[src/rtl/icw_pkg.sv]
// Purpose: shared constants for the identify capability words block
// Assumes: 32-bit axi4-lite register bus, identify words are 16 bits
// Notes: identify word n is readable at byte address n*4
`default_nettype none

package icw_pkg;

  // bus geometry
  localparam int unsigned ICW_ADDR_W = 12;
  localparam int unsigned ICW_DATA_W = 32;

  // control register byte offsets
  localparam logic [11:0] ICW_FEAT_OFS = 12'h000;
  localparam logic [11:0] ICW_TIME0_OFS = 12'h004;
  localparam logic [11:0] ICW_TIME1_OFS = 12'h008;
  localparam logic [11:0] ICW_MODE_OFS = 12'h00c;
  localparam logic [11:0] ICW_STAT_OFS = 12'h010;

  // control register values after reset
  localparam logic [31:0] ICW_FEAT_RST = 32'h0000_0000;
  localparam logic [31:0] ICW_TIME0_RST = 32'h0000_0000;
  localparam logic [31:0] ICW_TIME1_RST = 32'h0000_0000;

  // feature register fields
  localparam int unsigned ICW_SUP_LSB = 0;
  localparam int unsigned ICW_EN_LSB = 4;
  localparam int unsigned ICW_ERASE_LSB = 8;
  localparam int unsigned ICW_UMAX_LSB = 16;
  localparam int unsigned ICW_USUP_BIT = 19;
  localparam int unsigned ICW_MLVL_LSB = 20;
  localparam int unsigned ICW_PIOADV_BIT = 22;

  // index inside the four-bit support and enable groups
  localparam int unsigned ICW_F_SEC = 0;
  localparam int unsigned ICW_F_WC = 1;
  localparam int unsigned ICW_F_LA = 2;
  localparam int unsigned ICW_F_APM = 3;

  // mode select register fields
  localparam int unsigned ICW_KIND_LSB = 0;
  localparam int unsigned ICW_MODE_LSB = 4;
  localparam int unsigned ICW_MSEL_LSB = 16;

  // identify word indices handled here
  localparam logic [7:0] ICW_W66 = 8'h42;
  localparam logic [7:0] ICW_W67 = 8'h43;
  localparam logic [7:0] ICW_W68 = 8'h44;
  localparam logic [7:0] ICW_W82 = 8'h52;
  localparam logic [7:0] ICW_W83 = 8'h53;
  localparam logic [7:0] ICW_W84 = 8'h54;
  localparam logic [7:0] ICW_W85 = 8'h55;
  localparam logic [7:0] ICW_W86 = 8'h56;
  localparam logic [7:0] ICW_W87 = 8'h57;
  localparam logic [7:0] ICW_W88 = 8'h58;
  localparam logic [7:0] ICW_W89 = 8'h59;

  // fixed word patterns and bit positions inside words
  localparam logic [15:0] ICW_W82_FIXED = 16'h7008;
  localparam logic [15:0] ICW_W82_MASK = 16'hff9d;
  localparam logic [15:0] ICW_W83_FIXED = 16'h4004;
  localparam logic [15:0] ICW_W84_FIXED = 16'h4000;
  localparam logic [15:0] ICW_W86_FIXED = 16'h0004;
  localparam logic [15:0] ICW_W87_FIXED = 16'h4000;
  localparam int unsigned ICW_B_SEC = 1;
  localparam int unsigned ICW_B_APM = 3;
  localparam int unsigned ICW_B_WC = 5;
  localparam int unsigned ICW_B_LA = 6;

  // dma mode counts
  localparam int unsigned ICW_UDMA_N = 7;
  localparam int unsigned ICW_MDMA_N = 3;

  // bus responses
  localparam logic [1:0] ICW_RESP_OKAY = 2'h0;
  localparam logic [1:0] ICW_RESP_SLVERR = 2'h2;

  typedef enum logic [1:0] {ICW_SEL_NONE, ICW_SEL_MDMA, ICW_SEL_UDMA, ICW_SEL_RSVD} icw_selk_t;

endpackage

`default_nettype wire

[src/rtl/icw_regs.sv]
// Purpose: identify words 66..89 with their settings over axi4-lite
// Assumes: one clock, synchronous active-low reset, host read port in same domain
// Notes: timing words are sanitised one cycle after a settings write
`timescale 1ns/1ps
`default_nettype none

module icw_regs #(
  parameter int unsigned ADDR_W = icw_pkg::ICW_ADDR_W
) (
  // clock and reset
  input wire logic aclk,
  input wire logic aresetn,
  // axi4-lite write address
  input wire logic awvalid,
  output logic awready,
  input wire logic [ADDR_W-1:0] awaddr,
  input wire logic [2:0] awprot,
  // axi4-lite write data
  input wire logic wvalid,
  output logic wready,
  input wire logic [31:0] wdata,
  input wire logic [3:0] wstrb,
  // axi4-lite write response
  output logic bvalid,
  input wire logic bready,
  output logic [1:0] bresp,
  // axi4-lite read address
  input wire logic arvalid,
  output logic arready,
  input wire logic [ADDR_W-1:0] araddr,
  input wire logic [2:0] arprot,
  // axi4-lite read data
  output logic rvalid,
  input wire logic rready,
  output logic [31:0] rdata,
  output logic [1:0] rresp,
  // identify word read port
  input wire logic id_req,
  input wire logic [7:0] id_word,
  output logic id_ack,
  output logic [15:0] id_rdata,
  // status toward the rest of the card
  output logic ext_fields_valid,
  output logic sec_erase_cmd_en
);
  import icw_pkg::*;

  // settings registers
  logic [31:0] feat_ff;
  logic [31:0] time0_ff;
  logic [31:0] time1_ff;
  logic [3:0] feat_sup;
  logic [3:0] feat_en;
  logic [7:0] erase_time;
  logic [2:0] udma_max;
  logic udma_on;
  logic [1:0] mdma_lvl;
  logic pio_adv;
  logic [15:0] cfg65;
  logic [15:0] cfg66;
  logic [15:0] cfg67;
  logic [15:0] cfg68;

  assign feat_sup = feat_ff[ICW_SUP_LSB +: 4];
  assign feat_en = feat_ff[ICW_EN_LSB +: 4];
  assign erase_time = feat_ff[ICW_ERASE_LSB +: 8];
  assign udma_max = feat_ff[ICW_UMAX_LSB +: 3];
  assign udma_on = feat_ff[ICW_USUP_BIT];
  assign mdma_lvl = feat_ff[ICW_MLVL_LSB +: 2];
  assign pio_adv = feat_ff[ICW_PIOADV_BIT];
  assign cfg65 = time0_ff[15:0];
  assign cfg66 = time0_ff[31:16];
  assign cfg67 = time1_ff[15:0];
  assign cfg68 = time1_ff[31:16];

  // write channel state
  logic aw_have_ff;
  logic w_have_ff;
  logic [ADDR_W-1:0] aw_addr_ff;
  logic [31:0] w_data_ff;
  logic [3:0] w_strb_ff;
  logic awready_ff;
  logic wready_ff;
  logic bvalid_ff;
  logic [1:0] bresp_ff;
  logic aw_take;
  logic w_take;
  logic wr_fire;
  logic nxt_aw_have;
  logic nxt_w_have;
  logic nxt_bvalid;
  logic wr_feat;
  logic wr_time0;
  logic wr_time1;
  logic wr_mode;

  assign aw_take = awvalid && awready_ff;
  assign w_take = wvalid && wready_ff;
  // both halves in hand and the previous response gone
  assign wr_fire = aw_have_ff && w_have_ff && !bvalid_ff;
  assign nxt_aw_have = wr_fire ? 1'b0 : (aw_have_ff || aw_take);
  assign nxt_w_have = wr_fire ? 1'b0 : (w_have_ff || w_take);
  assign nxt_bvalid = wr_fire ? 1'b1 : (bvalid_ff && !bready);
  assign wr_feat = aw_addr_ff == ICW_FEAT_OFS;
  assign wr_time0 = aw_addr_ff == ICW_TIME0_OFS;
  assign wr_time1 = aw_addr_ff == ICW_TIME1_OFS;
  assign wr_mode = aw_addr_ff == ICW_MODE_OFS;

  function automatic logic [31:0] merge(input logic [31:0] old, input logic [31:0] nw, input logic [3:0] be);
    logic [31:0] res;
    res = old;
    for (int b = 0; b < 4; b++) begin
      if (be[b]) begin
        res[b*8 +: 8] = nw[b*8 +: 8];
      end
    end
    return res;
  endfunction

  always_ff @(posedge aclk) begin
    if (!aresetn) begin
      aw_have_ff <= 1'b0;
      w_have_ff <= 1'b0;
      aw_addr_ff <= '0;
      w_data_ff <= 32'h0000_0000;
      w_strb_ff <= 4'h0;
      awready_ff <= 1'b0;
      wready_ff <= 1'b0;
      bvalid_ff <= 1'b0;
      bresp_ff <= ICW_RESP_OKAY;
    end else begin
      aw_have_ff <= nxt_aw_have;
      w_have_ff <= nxt_w_have;
      if (aw_take) begin
        aw_addr_ff <= awaddr;
      end
      if (w_take) begin
        w_data_ff <= wdata;
        w_strb_ff <= wstrb;
      end
      // one write at a time: no new halves until the response is taken
      awready_ff <= !nxt_aw_have && !nxt_bvalid;
      wready_ff <= !nxt_w_have && !nxt_bvalid;
      bvalid_ff <= nxt_bvalid;
      if (wr_fire) begin
        bresp_ff <= (wr_feat || wr_time0 || wr_time1 || wr_mode) ? ICW_RESP_OKAY : ICW_RESP_SLVERR;
      end
    end
  end

  always_ff @(posedge aclk) begin
    if (!aresetn) begin
      feat_ff <= ICW_FEAT_RST;
      time0_ff <= ICW_TIME0_RST;
      time1_ff <= ICW_TIME1_RST;
    end else if (wr_fire) begin
      if (wr_feat) begin
        feat_ff <= merge(feat_ff, w_data_ff, w_strb_ff);
      end
      if (wr_time0) begin
        time0_ff <= merge(time0_ff, w_data_ff, w_strb_ff);
      end
      if (wr_time1) begin
        time1_ff <= merge(time1_ff, w_data_ff, w_strb_ff);
      end
    end
  end

  // sanitised cycle-time words
  logic [15:0] w65_ff;
  logic [15:0] w66_ff;
  logic [15:0] w67_ff;
  logic [15:0] w68_ff;
  logic ext_valid_ff;
  logic need66;
  logic [15:0] nxt_w66;
  logic [15:0] nxt_w67;

  assign need66 = mdma_lvl >= 2'h2;
  // zero means not implemented unless the field is mandatory
  assign nxt_w66 = (cfg66 == 16'h0000) ? (need66 ? cfg65 : 16'h0000) :
                   ((cfg66 < cfg65) ? cfg65 : cfg66);
  assign nxt_w67 = (cfg67 == 16'h0000) ? (pio_adv ? cfg68 : 16'h0000) :
                   ((cfg67 < cfg68) ? cfg68 : cfg67);

  always_ff @(posedge aclk) begin
    if (!aresetn) begin
      w65_ff <= 16'h0000;
      w66_ff <= 16'h0000;
      w67_ff <= 16'h0000;
      w68_ff <= 16'h0000;
      ext_valid_ff <= 1'b0;
    end else begin
      w65_ff <= cfg65;
      w66_ff <= nxt_w66;
      w67_ff <= nxt_w67;
      w68_ff <= cfg68;
      // advanced pio obliges the 64-70 fields, so the flag goes up too
      ext_valid_ff <= pio_adv || (cfg65 != 16'h0000) || (nxt_w66 != 16'h0000) ||
                      (nxt_w67 != 16'h0000) || (cfg68 != 16'h0000);
    end
  end

  // dma support masks and selection
  logic [6:0] udma_sup_mask;
  logic [2:0] mdma_sup_mask;
  logic [6:0] udma_sel_ff;
  logic [2:0] mdma_sel_ff;
  logic mode_wr;
  icw_selk_t sel_kind;
  logic [2:0] sel_mode;
  logic [7:0] udma_mask_x;
  logic [3:0] mdma_mask_x;
  logic udma_ok;
  logic mdma_ok;
  logic [6:0] udma_onehot;
  logic [2:0] mdma_onehot;

  for (genvar i = 0; i < ICW_UDMA_N; i++) begin : g_udma
    assign udma_sup_mask[i] = udma_on && (3'(i) <= udma_max);
  end
  for (genvar j = 0; j < ICW_MDMA_N; j++) begin : g_mdma
    assign mdma_sup_mask[j] = 2'(j) < mdma_lvl;
  end

  assign mode_wr = wr_fire && wr_mode && w_strb_ff[0];
  assign sel_kind = icw_selk_t'(w_data_ff[ICW_KIND_LSB +: 2]);
  assign sel_mode = w_data_ff[ICW_MODE_LSB +: 3];
  assign udma_mask_x = {1'b0, udma_sup_mask};
  assign mdma_mask_x = {1'b0, mdma_sup_mask};
  assign udma_ok = udma_mask_x[sel_mode];
  assign mdma_ok = !sel_mode[2] && mdma_mask_x[sel_mode[1:0]];
  assign udma_onehot = 7'h01 << sel_mode;
  assign mdma_onehot = 3'h1 << sel_mode[1:0];

  // a request for an unsupported mode is ignored, old selection stays
  always_ff @(posedge aclk) begin
    if (!aresetn) begin
      udma_sel_ff <= 7'h00;
      mdma_sel_ff <= 3'h0;
    end else if (mode_wr) begin
      unique case (sel_kind)
        ICW_SEL_NONE: begin
          udma_sel_ff <= 7'h00;
          mdma_sel_ff <= 3'h0;
        end
        ICW_SEL_UDMA: begin
          if (udma_ok) begin
            udma_sel_ff <= udma_onehot;
            mdma_sel_ff <= 3'h0;
          end
        end
        ICW_SEL_MDMA: begin
          if (mdma_ok) begin
            mdma_sel_ff <= mdma_onehot;
            udma_sel_ff <= 7'h00;
          end
        end
        ICW_SEL_RSVD: begin
          udma_sel_ff <= udma_sel_ff;
        end
      endcase
    end else begin
      // withdrawn support drops a selection that no longer holds
      udma_sel_ff <= udma_sel_ff & udma_sup_mask;
      mdma_sel_ff <= mdma_sel_ff & mdma_sup_mask;
    end
  end

  // word encoders, one per reader so neither waits on the other
  logic [15:0] bus_word;
  logic [15:0] id_word_val;
  logic [7:0] ar_idx;

  assign ar_idx = araddr[9:2];

  icw_word_enc u_bus_enc (
    .word_idx(ar_idx),
    .w66(w66_ff),
    .w67(w67_ff),
    .w68(w68_ff),
    .feat_sup(feat_sup),
    .feat_en(feat_en),
    .udma_sup(udma_sup_mask),
    .udma_sel(udma_sel_ff),
    .erase_time(erase_time),
    .word_val(bus_word)
  );

  icw_word_enc u_id_enc (
    .word_idx(id_word),
    .w66(w66_ff),
    .w67(w67_ff),
    .w68(w68_ff),
    .feat_sup(feat_sup),
    .feat_en(feat_en),
    .udma_sup(udma_sup_mask),
    .udma_sel(udma_sel_ff),
    .erase_time(erase_time),
    .word_val(id_word_val)
  );

  // read channel
  logic arready_ff;
  logic rvalid_ff;
  logic [31:0] rdata_ff;
  logic [1:0] rresp_ff;
  logic ar_take;
  logic nxt_rvalid;
  logic in_window;
  logic [31:0] rd_data;
  logic rd_ok;

  assign ar_take = arvalid && arready_ff;
  assign nxt_rvalid = ar_take ? 1'b1 : (rvalid_ff && !rready);
  assign in_window = (araddr[ADDR_W-1:10] == '0) && (araddr[1:0] == 2'h0) &&
                     (ar_idx >= ICW_W66) && (ar_idx <= ICW_W88 + 8'h01);

  always_comb begin
    rd_data = 32'h0000_0000;
    rd_ok = 1'b1;
    if (in_window) begin
      rd_data = {16'h0000, bus_word};
    end else if (araddr == ICW_FEAT_OFS) begin
      rd_data = feat_ff;
    end else if (araddr == ICW_TIME0_OFS) begin
      rd_data = time0_ff;
    end else if (araddr == ICW_TIME1_OFS) begin
      rd_data = time1_ff;
    end else if (araddr == ICW_MODE_OFS) begin
      rd_data = {13'h0, mdma_sel_ff, 1'b0, udma_sel_ff, 1'b0, udma_sup_mask};
    end else if (araddr == ICW_STAT_OFS) begin
      rd_data = {30'h0, (udma_sel_ff != 7'h00) || (mdma_sel_ff != 3'h0), ext_valid_ff};
    end else begin
      rd_ok = 1'b0;
    end
  end

  always_ff @(posedge aclk) begin
    if (!aresetn) begin
      arready_ff <= 1'b0;
      rvalid_ff <= 1'b0;
      rdata_ff <= 32'h0000_0000;
      rresp_ff <= ICW_RESP_OKAY;
    end else begin
      arready_ff <= !nxt_rvalid;
      rvalid_ff <= nxt_rvalid;
      if (ar_take) begin
        rdata_ff <= rd_data;
        rresp_ff <= rd_ok ? ICW_RESP_OKAY : ICW_RESP_SLVERR;
      end
    end
  end

  // identify port: answer one cycle after the request, data held after
  logic id_ack_ff;
  logic [15:0] id_rdata_ff;
  logic sec_cmd_ff;

  always_ff @(posedge aclk) begin
    if (!aresetn) begin
      id_ack_ff <= 1'b0;
      id_rdata_ff <= 16'h0000;
      sec_cmd_ff <= 1'b0;
    end else begin
      id_ack_ff <= id_req;
      if (id_req) begin
        id_rdata_ff <= id_word_val;
      end
      sec_cmd_ff <= feat_sup[ICW_F_SEC];
    end
  end

  assign awready = awready_ff;
  assign wready = wready_ff;
  assign bvalid = bvalid_ff;
  assign bresp = bresp_ff;
  assign arready = arready_ff;
  assign rvalid = rvalid_ff;
  assign rdata = rdata_ff;
  assign rresp = rresp_ff;
  assign id_ack = id_ack_ff;
  assign id_rdata = id_rdata_ff;
  assign ext_fields_valid = ext_valid_ff;
  assign sec_erase_cmd_en = sec_cmd_ff;
endmodule

`default_nettype wire

[src/rtl/icw_word_enc.sv]
// Purpose: formats one identify word (66..89) from the current settings
// Assumes: all inputs are already consistent register values
// Notes: purely combinational, so reading a word never changes anything
`timescale 1ns/1ps
`default_nettype none

module icw_word_enc (
  // selection
  input wire logic [7:0] word_idx,
  // timing words
  input wire logic [15:0] w66,
  input wire logic [15:0] w67,
  input wire logic [15:0] w68,
  // feature settings
  input wire logic [3:0] feat_sup,
  input wire logic [3:0] feat_en,
  input wire logic [6:0] udma_sup,
  input wire logic [6:0] udma_sel,
  input wire logic [7:0] erase_time,
  // result
  output logic [15:0] word_val
);
  import icw_pkg::*;

  always_comb begin
    word_val = 16'h0000;
    case (word_idx)
      ICW_W66: word_val = w66;
      ICW_W67: word_val = w67;
      ICW_W68: word_val = w68;
      ICW_W82: begin
        word_val = ICW_W82_FIXED;
        word_val[ICW_B_SEC] = feat_sup[ICW_F_SEC];
        word_val[ICW_B_WC] = feat_sup[ICW_F_WC];
        word_val[ICW_B_LA] = feat_sup[ICW_F_LA];
      end
      ICW_W83: begin
        word_val = ICW_W83_FIXED;
        word_val[ICW_B_APM] = feat_sup[ICW_F_APM];
      end
      ICW_W84: word_val = ICW_W84_FIXED;
      ICW_W85: begin
        // enabled bits never claim more than what is supported
        word_val = ICW_W82_FIXED;
        word_val[ICW_B_SEC] = feat_en[ICW_F_SEC] & feat_sup[ICW_F_SEC];
        word_val[ICW_B_WC] = feat_en[ICW_F_WC] & feat_sup[ICW_F_WC];
        word_val[ICW_B_LA] = feat_en[ICW_F_LA] & feat_sup[ICW_F_LA];
      end
      ICW_W86: begin
        word_val = ICW_W86_FIXED;
        word_val[ICW_B_APM] = feat_en[ICW_F_APM] & feat_sup[ICW_F_APM];
      end
      ICW_W87: word_val = ICW_W87_FIXED;
      ICW_W88: word_val = {1'b0, udma_sel, 1'b0, udma_sup};
      // erase time only means something when security is there
      ICW_W89: word_val = feat_sup[ICW_F_SEC] ? {8'h00, erase_time} : 16'h0000;
      // words 69, 70 and the gap up to 81 are not implemented: zero
      default: word_val = 16'h0000;
    endcase
  end

endmodule

`default_nettype wire

[config.mk]
export PLATFORM = sky130hd
export DESIGN_NAME = icw_regs
export DESIGN_NICKNAME = d
export VERILOG_FILES = /design/src/rtl/icw_pkg.sv /design/src/rtl/icw_regs.sv /design/src/rtl/icw_word_enc.sv
export SDC_FILE = /design/constraint.sdc
export NUM_CORES = 1
export LEC_CHECK = 0
export ABC_CLOCK_PERIOD_IN_PS = 3000
export BUFFER_PORTS_ARGS = -buffer_cell sky130_fd_sc_hd__buf_2
export CORE_ASPECT_RATIO = 1.4
export CORE_MARGIN = 2
export CORE_UTILIZATION = 35
export CTS_CLUSTER_SIZE = 30
export DETAILED_ROUTE_END_ITERATION = 7
export PLACE_DENSITY_LB_ADDON = 0.05
export RECOVER_POWER = 50
export SLEW_MARGIN = 0
export SYNTH_ARGS = -nofsm -noshare
export SYNTH_HDL_FRONTEND = slang
export SYNTH_SLANG_ARGS = --single-unit
[constraint.sdc]
create_clock -name aclk -period 3 [get_ports aclk]
set_input_delay 0.3 -clock aclk [delete_from_list [all_inputs] [get_ports aclk]]
set_output_delay 0.3 -clock aclk [all_outputs]
set_load 0.02 [all_outputs]
**Word level (Yosys, flattened, before mapping)**

Index checks and enable logic that the tools add are counted.

- Reduce and logical (&&, ||, !) cells: 69
- Magnitude comparators: 17
- Shifts and indexed selects: 2
- Eq/ne operators: 36
- Bitwise gates (word level): 6
- Multiplexer cells: 39

Operators by type and width:

| kind | count |
|---|---|
| 16-bit case mux with 10 select lines | 2 |
| 8-bit by 7-bit equality test with 1-bit output, second input constant | 22 |
| 32-bit two-way mux | 4 |
| 16-bit two-way mux | 6 |
| 16-bit nonzero test | 4 |
| 12-bit by 4-bit equality test with 1-bit output, second input constant | 4 |
| 3-bit AND reduction | 14 |
| 16-bit logical NOT | 2 |
| 16-bit less-than comparator | 2 |
| 12-bit by 3-bit equality test with 1-bit output, second input constant | 2 |
| 12-bit logical NOT | 2 |
| 1-bit logical AND | 22 |
| 7-bit two-way mux | 3 |
| 7-bit case mux with 3 select lines | 1 |
| 19-bit two-way mux | 1 |
| 12-bit by 5-bit equality test with 1-bit output, second input constant | 1 |
| 1-bit two-way mux | 12 |
| 1-bit logical OR | 10 |
| 3-bit <= comparator, first input constant | 3 |
| 3-bit two-way mux | 3 |
| 3-bit case mux with 3 select lines | 1 |
| 8-bit by 7-bit greater-or-equal comparator with 1-bit output, second input constant | 1 |
| 8-bit by 7-bit <= comparator with 1-bit output, second input constant | 1 |
| 1-bit logical NOT | 8 |
| other kinds (25) | 38 |

- Bits in registers: 264
- Output and inout bits: 60
- Input port bits: 82
- Word-level logic and storage cells: 203

**Longest topological paths before layout**

Gate-level depths: netlist of the first run.

- Depth in word-level cells: 8
- Gate-level depth with buffers: 9
- Mapped depth without buffers: 8

**By module**

Synthesis of the first run repeated with hierarchy kept, for this count alone.

- Cell total of the unflattened synthesis: 1422
- Area total of the unflattened synthesis: 13118.8 um^2

Modules (own cells, without submodules):

| module | area each (um^2) | times used | cells each |
|---|---|---|---|
| icw_regs | 11388.4 | 1 | 1186 |
| icw_word_enc at u_id_enc | 894.6 | 1 | 120 |
| icw_word_enc at u_bus_enc | 835.8 | 1 | 116 |

**Worst setup path before layout of the first run**

Ideal clock, no wire load.

- Path kind: register to register
- Start: register time0_ff[11]
- End: register w66_ff[13]
- Path slack: 0.829 ns
- Clock period less this slack: 2.171 ns
- Arrival time: 2.053 ns
- Stages on the path, launching flop included: 10
- Cell sequence: dfxtp_1 > inv_1 > ha_1 > a21oi_1 > a31oi_1 > or3_1 > a21o_1 > and2_1 > clkbuf_1 > a32o_1

- Word-level cells in the longest chain between the ends: 3

Ends and longest elaborated chain:

| element | RTL line | RTL |
|---|---|---|
| start, declared | icw_regs.sv:50 | `logic [31:0] time0_ff;` |
| start signal, assigned | icw_regs.sv:161 | `time0_ff <= merge(time0_ff, w_data_ff, w_strb_ff);` |
| 16-bit less-than comparator | icw_regs.sv:182 | `((cfg66 < cfg65) ? cfg65 : cfg66);` |
| 16-bit two-way mux | icw_regs.sv:182 |  |
| 16-bit two-way mux | icw_regs.sv:181 | `assign nxt_w66 = (cfg66 == 16'h0000) ? (need66 ? cfg65 : 16'h0000) :` |
| end signal, assigned | icw_regs.sv:195 | `w66_ff <= nxt_w66;` |
| end, declared | icw_regs.sv:171 | `logic [15:0] w66_ff;` |

No other way between the ends.
A chain may end at the register's enable or synchronous reset.

**Worst setup path after layout of the first run**

- Start: input araddr[3]
- End: register rdata_ff[1] (netlist: rdata[1])

- Word-level cells in the longest chain between the ends: 7

Ends and longest elaborated chain:

| element | RTL line | RTL |
|---|---|---|
| start, declared | icw_regs.sv:30 | `input wire logic [ADDR_W-1:0] araddr,` |
| 12-bit by 5-bit equality test with 1-bit output | icw_regs.sv:332 | `end else if (araddr == ICW_STAT_OFS) begin` |
| 2-bit two-way mux | icw_regs.sv:332 |  |
| 19-bit two-way mux | icw_regs.sv:330 | `end else if (araddr == ICW_MODE_OFS) begin` |
| 32-bit two-way mux | icw_regs.sv:328 | `end else if (araddr == ICW_TIME1_OFS) begin` |
| 32-bit two-way mux | icw_regs.sv:326 | `end else if (araddr == ICW_TIME0_OFS) begin` |
| 32-bit two-way mux | icw_regs.sv:324 | `end else if (araddr == ICW_FEAT_OFS) begin` |
| 32-bit two-way mux (*) | icw_regs.sv:322 | `if (in_window) begin` |
| end signal, assigned | icw_regs.sv:349 | `rdata_ff <= rd_data;` |
| end, declared | icw_regs.sv:306 | `logic [31:0] rdata_ff;` |

Mark *: on every way between the ends. The rest lies on a longest branch, timed or not.

==> flow_metrics.py, run 1 <==
metrics = {
    "timing": {
        "slew_headroom": 0.2003,
        "setup-tns-final_ns": 0,
        "drv_slew": 0,
        "fmax_mhz": 387.2,
        "finalCritPeriodShare": 0.8609,
        "skew_ns": 0.02155,
        "finalSetupViolations": 0,
        "rsz0062_at_grt": "no",
        "min_period_ns": 2.583,
        "worst_pin_slew_ns": 1.200,
        "hold-worst-slack_ns": 0.02054,
        "hold_viol_final": 0,
    },
    "synthesis": {
        "synthMuxAreaShare": 0.1060,
        "synth_ff_type": "dfxtp_1",
        "syn_inst": 1404,
        "syn_area_sq_um": 12410,
        "async_flop_share": 0,
        "yosysSeqAreaShare": 0.4226,
        "synth-edff-count": 0,
        "synth_top_family_by_area": "compound AO/OA/AOI/OAI gates",
        "synthAdderAreaFrac": 0.03508,
        "synth.avg_cell_area_sq_um": 8.839,
        "synth-compound-area-share": 0.2029,
        "synthXorXnorAreaFrac": 0,
        "ys_warn_count": 0,
        "synth.distinct_cells": 82,
        "synth-simple-area-share": 0.1819,
        "yosys_register_bits": 262,
    },
    "layout": {
        "drive_above_1_share": 0.1359,
        "layoutNonFillerInstCount": 2060,
        "finalNetCount": 1702,
        "antennaDiodeCount": 0,
        "area_growth_pct": 20.85,
    },
    "hold_path": {
        "hold_start": "wdata[9]",
        "worstHoldPathCells": 3,
        "min_path_type": "in2reg",
        "hold_path_end": "w_data_ff[9]",
    },
    "grt": {
        "grt_pass1_vias": 11080,
        "grt_max_degree": 103,
        "grt_usage": 0.2605,
        "gr-total-overflow": 0,
        "grt_first_pass_wirelength_microns": 71830,
        "grt_antenna_before_repair": 0,
    },
    "floorplanning": {
        "die-area_sq_um": 37000,
        "die-width_microns": 163.1,
        "dieHeight_microns": 226.8,
        "initial_core_util": 0.3549,
        "num_rows": 81,
        "core_area_sq_um": 34960,
        "ios": 142,
    },
    "clock_tree": {
        "cts_htree_levels": 1,
        "clock_path_buffers": 3,
        "clockRootBuffer": "clkbuf_16",
        "clkTransAtPathRegs_ns": 0.07,
        "cts_resized": 0,
        "clkSinkCount": 262,
        "numCtsBuffers": 27,
        "cts_tree": "yes",
        "insertion_delay_ns": 0.55,
    },
    "power": {
        "swShare": 0.2449,
        "power_frac_comb": 0.073,
        "p_leak_nw": 5.583,
        "p_int_w": 0.005713,
        "power.total_w": 0.007566,
        "switchingPower_w": 0.001853,
        "powerDensity_nw_per_um2": 504.5,
        "seqPwrFrac": 0.478,
        "p_clk_frac": 0.449,
        "ir_drop_mv": 0.3368,
    },
    "setup_path": {
        "crit_path_start_kind": "primary input",
        "r2r_slack_ns": 0.48,
        "worstPathMaxFanout": 21,
        "startpoint": "araddr[3]",
        "crit_required_ns": 3.48,
        "r2r-end": "w66_ff[2]",
        "path_class": "in2reg",
        "reg2reg_depth": 8,
        "worstPathArrival_ns": 3.07,
        "worstReg2RegStart": "time0_ff[21]",
        "worstSetupEndpointType": "flip-flop",
    },
    "drt": {
        "drtIter0Drc": 812,
        "totalWireLength_microns": 48580,
        "vias": 11550,
        "via_per_inst": 5.605,
        "antenna_left": 0,
        "dr.pass1.iters": 6,
        "drc_errors": 0,
        "wire_per_inst_microns": 23.58,
    },
    "placement": {
        "gp_congestion": 0.9600,
        "hpwlAfterDp_microns": 36380,
        "io_buffers": 133,
        "dp_cells": 1970,
    },
    "run_status": {
        "outcome": "finished, final reports clean",
    },
    "job": {
        "max-cap-violations": 0,
    },
}
-- metrics by stage --
stage | utilization | setup WS (ns) | instance area, sq um
after floorplan | - | 0.8292 | 12410
after global placement | 0.3955 | 0.5444 | 13830
final | 0.4290 | 0.4172 | 15000
after detailed placement | 0.3955 | 0.5384 | 13830
after CTS | 0.4329 | 0.5041 | 15130
after global routing | 0.4290 | 0.2292 | 15000
-- area by class of cell --
class	count	area (sq um)
clock buffers	38	777.0
fillers	3589	19970
clock inverters	9	100.1
inverters	50	192.7
multi-input cells	991	6524
repair buffers	254	1589
flip-flops and latches	262	5245
well taps	456	570.5
-- cells in the final DEF (no fill, tap or decap), drive strengths merged, types with 9 or more instances in the layout --
cell type,count
a31oi,17
nand3,26
nand2,160
a221oi,22
nor3,11
a32o,13
a222oi,27
a211oi,22
buf,141
dfxtp,262
nor2,162
and3,13
mux2i,110
dlygate4sd3,43
and2,17
o22ai,9
a21oi,93
nand2b,11
o21ai,57
clkbuf,108
nor4,23
ha,34
nor2b,12
a22o,21
inv,50
a22oi,28
o211ai,10
-- per-layer routing --
metal / global-route usage / vias up / share of wire
met2: 0.4511 / 370 / 0.49
met1: 0.3148 / 5576 / 0.41
met5: 0 / - / 0
li1: - / 5491 / -
met3: 0.02506 / 109 / 0.040
met4: 0.1456 / 0 / 0.062
-- registers in the layout, indices dropped and copies added (netlist names), 3 cells and up --
name and count:
mdma_sel_ff 3, w_strb_ff 4, udma_sel_ff 7, w_data_ff 32, w67_ff 16, w68_ff 16, rdata 32, feat_ff 32
id_rdata 16, time0_ff 32, aw_addr_ff 12, w66_ff 16, time1_ff 32
-- logic make-up after synthesis --
logic type               Yosys count
flip-flops                       262
AND/OR/NAND/NOR                  472
other                              1
buffers and inverters            152
AO/OA/AOI/OAI                    361
multiplexers                     121
adder cells (fa/ha/maj)           35
-- power by group through the flow --
stage          registers, W  clock network, W  logic [W]
2_1_floorplan       0.00372                 0   0.000279
3_3_place_gp        0.00370                 0   0.000525
3_5_place_dp        0.00370                 0   0.000526
4_1_cts             0.00362           0.00348   0.000569
5_1_grt             0.00363           0.00360   0.000608
6_report            0.00362           0.00340   0.000550
-- critical path: stages --
cell	delay, ns
clkbuf_1	0.84
and4bb_1	1.02
inv_1	0.14
o32ai_1	0.17
a21oi_1	0.09
or3_1	0.36
a31oi_1	0.13
-- Yosys cell counts (27+ instances only) --
master / count / area share
a222oi_1: 27 / 0.022
o21ai_0: 55 / 0.022
ha_1: 34 / 0.034
clkbuf_1: 58 / 0.018
dfxtp_1: 262 / 0.42
a22oi_1: 28 / 0.017
a21oi_1: 91 / 0.037
nand2_1: 160 / 0.048
buf_2: 33 / 0.013
inv_1: 49 / 0.015
mux2i_1: 110 / 0.089
nor2_1: 162 / 0.049
-- timing repair --
| action | in CTS | in global routing |
|---|---|---|
| hold buffers | 43 | 0 |
| buffers inserted | 0 | 0 |
| hold endpoints to repair | 43 | 0 |
-- how the worst max path moves through the flow --
stage | to | depth (start not counted)
after floorplan | w66_ff[13] | 9
after global placement | id_rdata[7] | 6
after detailed placement | w66_ff[2] | 8
after CTS | w66_ff[2] | 8
after global routing | rdata[1] | 7
final | rdata[1] | 7
Note: power is estimated with default switching activity, not from simulation.
==> run 2: changes to the inputs <==
--- a/config.mk
+++ b/config.mk
@@ -6,7 +6,7 @@
 export NUM_CORES = 1
 export LEC_CHECK = 0
 export ABC_CLOCK_PERIOD_IN_PS = 3000
-export BUFFER_PORTS_ARGS = -buffer_cell sky130_fd_sc_hd__buf_2
+export BUFFER_PORTS_ARGS = -buffer_cell sky130_fd_sc_hd__buf_4
 export CORE_ASPECT_RATIO = 1.4
 export CORE_MARGIN = 2
 export CORE_UTILIZATION = 35
==> flow_metrics.py, run 2 (synthesized netlist as in run 1, its figures left out) <==
metrics = {
    "run_status": {
        "outcome": "complete, but fails checks",
        "violations": "DRC, capacitance limit, slew limit",
    },
    "clock_tree": {
        "clkTransAtPathRegs_ns": 0.06,
        "insertion_delay_ns": 0.56,
        "clock_path_buffers": 3,
        "clockRootBuffer": "clkbuf_16",
        "cts_htree_levels": 1,
        "cts_tree": "yes",
        "numCtsBuffers": 28,
        "clkSinkCount": 262,
    },
    "placement": {
        "dp_cells": 1958,
        "io_buffers": 133,
        "gp_congestion": 0.9120,
        "hpwlAfterDp_microns": 35960,
        "dpl_worst_slack_ns": 0.2474,
    },
    "setup_path": {
        "crit_path_start_kind": "flip-flop",
        "worstSetupEndpointType": "flip-flop",
        "worstPathMaxFanout": 7,
        "crit_required_ns": 3.49,
        "worstPathArrival_ns": 3.31,
        "path_class": "reg2reg",
    },
    "timing": {
        "setup-tns-final_ns": 0,
        "hold_viol_final": 0,
        "fmax_mhz": 355.0,
        "rsz0062_at_grt": "no",
        "finalCritPeriodShare": 0.9389,
        "worst_slack_ns": 0.1832,
        "slew_headroom": -0.004448,
        "min_period_ns": 2.817,
        "drv_slew": 70,
        "worst_pin_slew_ns": 1.507,
        "skew_ns": 0.01341,
        "finalSetupViolations": 0,
    },
    "drt": {
        "routed.top_layer": "met4",
        "dr.pass1.iters": 8,
        "wl_met1_microns": 19670,
        "routed-wl-met2_microns": 23650,
        "vias": 11470,
        "drc_errors": 6,
        "drtIter0Drc": 910,
        "antenna_left": 0,
        "totalWireLength_microns": 48790,
        "wire_per_inst_microns": 23.74,
        "via_per_inst": 5.580,
        "wl_met3_microns": 2355,
    },
    "layout": {
        "antennaDiodeCount": 0,
        "layoutNonFillerInstCount": 2055,
        "layout_commonest_cell": "dfxtp_1",
        "drive_above_1_share": 0.1370,
        "final_cell_mix": "dfxtp_1, nor2_1, nand2_1, buf_4, mux2i_1",
        "finalNetCount": 1693,
        "area_growth_pct": 22.54,
    },
    "grt": {
        "grt_max_degree": 81,
        "grt_pass1_vias": 11040,
        "gr-total-overflow": 0,
        "grt_first_pass_wirelength_microns": 71330,
        "grt_usage": 0.2582,
        "grt_antenna_before_repair": 1,
    },
    "floorplanning": {
        "die-area_sq_um": 37000,
        "num_rows": 81,
        "initial_core_util": 0.3549,
        "ios": 142,
        "dieHeight_microns": 226.8,
        "core_area_sq_um": 34960,
        "die-width_microns": 163.1,
    },
    "power": {
        "powerDensity_nw_per_um2": 512.6,
        "p_leak_nw": 5.658,
        "ir_drop_mv": 0.3611,
    },
    "job": {
        "max-cap-violations": 2,
    },
    "hold_path": {
        "min_path_type": "in2reg",
    },
}
==> run 2: power by group <==
| part | internal (W) | switching (W) |
|---|---|---|
| clock network | 0.00214 | 0.00147 |
| registers | 0.00355 | 0.0000690 |
| logic | 0.000219 | 0.000352 |
==> run 2: cell type report <==
cell class | instances | area (sq um)
fill | 3575 | 19760
multi-input combinational | 991 | 6531
sequential | 262 | 5245
timing repair buffer | 244 | 1704
clock buffer | 41 | 850.8
tap | 456 | 570.5
inverter | 50 | 191.4
clock inverter | 11 | 115.1
==> run 2: timing repair <==
item                                   4_1_cts  5_1_grt
endpoints found under the hold margin       45        0
setup buffers                                0        0
hold buffers                                45        0
resized for setup                            0        0
==> run 2: worst max-delay path, cell delays in order (launching register included) <==
cell	delay, ns
dfxtp_1	0.40
inv_1	0.08
ha_1	0.34
a21oi_1	0.18
a31oi_1	0.11
or3_1	0.39
a21o_1	0.23
o21ai_0	0.57
buf_4	0.28
a32o_1	0.18
==> run 2: path summary, 6_finish.rpt <==
path / from / end / slack [ns] / cells past startpoint
worst max-delay path: time0_ff[11] / w66_ff[4] / 0.18 / 9
worst min-delay path: wdata[12] / w_data_ff[12] / 0.01 / 3
worst max register to register: time0_ff[11] / w66_ff[4] / 0.18 / 9
worst min register to register: rdata[18] / rdata[18] / 0.45 / 2
==> run 2: per-stage QoR <==
stage / utilization / area [sq um] / power (W) / hold WS (ns)
after floorplan: - / 12410 / 0.003996 / 0.4360
after global placement: 0.4024 / 14070 / 0.004263 / 0.4426
after detailed placement: 0.4024 / 14070 / 0.004265 / 0.4487
after CTS: 0.4429 / 15480 / 0.007935 / 0.0004949
after global routing: 0.4350 / 15210 / 0.008053 / 0.005120
final: 0.4350 / 15210 / 0.007796 / 0.01406
==> run 2: layer usage <==
| layer | global-route usage | vias up |
|---|---|---|
| met4 | 0.1496 | 0 |
| met2 | 0.4515 | 417 |
| met3 | 0.02488 | 117 |
| li1 | - | 5461 |
| met1 | 0.3062 | 5471 |
| met5 | 0 | - |
==> run 3: changes to the inputs <==
--- a/config.mk
+++ b/config.mk
@@ -12,7 +12,6 @@
 export CORE_UTILIZATION = 35
 export CTS_CLUSTER_SIZE = 30
 export DETAILED_ROUTE_END_ITERATION = 7
-export PLACE_DENSITY_LB_ADDON = 0.05
 export RECOVER_POWER = 50
 export SLEW_MARGIN = 0
 export SYNTH_ARGS = -nofsm -noshare
==> flow_metrics.py, run 3 (synthesized netlist as in run 1, its figures left out) <==
metrics = {
    "floorplanning": {
        "initial_core_util": 0.3549,
        "num_rows": 81,
        "die-area_sq_um": 37000,
        "die-width_microns": 163.1,
        "ios": 142,
        "dieHeight_microns": 226.8,
        "core_area_sq_um": 34960,
    },
    "timing": {
        "slew_headroom": -0.3183,
        "fmax_mhz": 365.6,
        "skew_ns": 0.01438,
        "min_period_ns": 2.735,
        "worst_pin_slew_ns": 1.977,
        "drv_slew": 38,
        "finalSetupViolations": 0,
        "setup-tns-final_ns": 0,
        "rsz0062_at_grt": "no",
        "hold_viol_final": 0,
        "finalCritPeriodShare": 0.9116,
    },
    "power": {
        "seqPwrFrac": 0.468,
        "p_leak_nw": 5.633,
        "p_int_w": 0.005898,
        "power.total_w": 0.007739,
        "power_frac_comb": 0.073,
        "swShare": 0.2379,
        "p_clk_frac": 0.459,
        "switchingPower_w": 0.001841,
        "powerDensity_nw_per_um2": 510.6,
        "ir_drop_mv": 0.3571,
    },
    "drt": {
        "antenna_left": 0,
        "vias": 11640,
        "drtIter0Drc": 1102,
        "totalWireLength_microns": 46200,
        "drc_errors": 0,
        "via_per_inst": 5.682,
        "dr.pass1.iters": 6,
        "wire_per_inst_microns": 22.56,
    },
    "clock_tree": {
        "cts_tree": "yes",
        "cts_setup_buffers": 0,
        "cts_hold_buf": 43,
        "cts_resized": 0,
        "clock_path_buffers": 3,
        "numCtsBuffers": 27,
        "clockRootBuffer": "clkbuf_16",
        "clkSinkCount": 262,
        "clkTransAtPathRegs_ns": 0.06,
        "cts_htree_levels": 1,
        "insertion_delay_ns": 0.55,
    },
    "layout": {
        "finalNetCount": 1690,
        "drive_above_1_share": 0.1351,
        "fill_cells": 3613,
        "final_cell_mix": "dfxtp_1, nor2_1, nand2_1, buf_4, mux2i_1",
        "layout_commonest_cell": "dfxtp_1",
        "area_growth_pct": 22.14,
        "antennaDiodeCount": 0,
        "multi_input_area_sq_um": 6539,
        "seqCellArea_sq_um": 5245,
    },
    "grt": {
        "grt_first_pass_wirelength_microns": 68890,
        "grt_pass1_vias": 11300,
        "grt_antenna_before_repair": 0,
        "grt_max_degree": 61,
        "grt_usage": 0.2459,
        "gr-total-overflow": 0,
    },
    "setup_path": {
        "crit_required_ns": 3.49,
        "crit_path_start_kind": "flip-flop",
        "path_class": "reg2reg",
        "worstSetupEndpointType": "flip-flop",
        "worstReg2RegStart": "time0_ff[11]",
        "worstPathArrival_ns": 3.22,
        "r2r_slack_ns": 0.27,
        "crit_end": "w66_ff[5]",
        "reg2reg_depth": 9,
        "worstPathMaxFanout": 7,
        "r2r-end": "w66_ff[5]",
        "startpoint": "time0_ff[11]",
    },
    "placement": {
        "hpwlAfterDp_microns": 34580,
        "gp_congestion": 0.9621,
        "io_buffers": 133,
    },
    "job": {
        "max-cap-violations": 1,
    },
    "run_status": {
        "violations": "capacitance limit, slew limit",
        "outcome": "complete, but fails checks",
    },
    "hold_path": {
        "min_path_type": "in2reg",
    },
}
[run 3: how the worst min path moves through the flow]
stage,to,start,slack [ns],depth (start not counted)
final,w_data_ff[15],wdata[15],0.02,3
after global routing,w_data_ff[10],wdata[10],0.02,3
after floorplan,aw_addr_ff[0],awaddr[0],0.44,2
after detailed placement,aw_addr_ff[1],aw_addr_ff[1],0.45,2
after CTS,w_data_ff[15],wdata[15],0.0004,3
after global placement,aw_addr_ff[10],aw_addr_ff[10],0.44,2
[run 3: cell type report]
type / count / share of cell area
multi-input combinational: 991 / 0.4314
timing repair buffer: 242 / 0.1118
tap: 456 / 0.03764
clock inverter: 12 / 0.01263
sequential: 262 / 0.3460
clock buffer: 35 / 0.04787
inverter: 50 / 0.01271
[run 3: worst max-delay path, stage by stage (launching register included)]
cell and delay (ns):
dfxtp_1 0.39, inv_1 0.08, ha_1 0.35, a21oi_1 0.16
a31oi_1 0.09, or3_1 0.38, a21o_1 0.23, o21ai_0 0.54
buf_4 0.27, a32o_1 0.18
[run 3: power by group through the flow]
stage	clock [W]	combinational (W)	sequential (W)
2_1_floorplan	0	0.000279	0.00372
3_3_place_gp	0	0.000551	0.00370
4_1_cts	0.00363	0.000603	0.00362
6_report	0.00355	0.000567	0.00362
5_1_grt	0.00376	0.000621	0.00363
3_5_place_dp	0	0.000556	0.00370
[run 3: per-stage QoR]
stage                     hold slack (ns)  std cells  utilization  setup slack [ns]  cell area [sq um]
final                             0.01685       2048       0.4335            0.2651              15160
after global routing              0.01933       2048       0.4335           0.07753              15160
after CTS                       0.0004380       2048       0.4402            0.2882              15390
after detailed placement           0.4493       1958       0.4017            0.3060              14040
after global placement             0.4448       1958       0.4017            0.3338              14040
after floorplan                    0.4360       1405            -            0.8292              12410
[run 3: routing by layer]
layer | share of wire | up-vias | track usage
li1 | - | 5477 | -
met1 | 0.39 | 5543 | 0.2839
met2 | 0.49 | 486 | 0.4309
met3 | 0.056 | 131 | 0.02908
met4 | 0.068 | 0 | 0.1522
met5 | 0 | - | 0
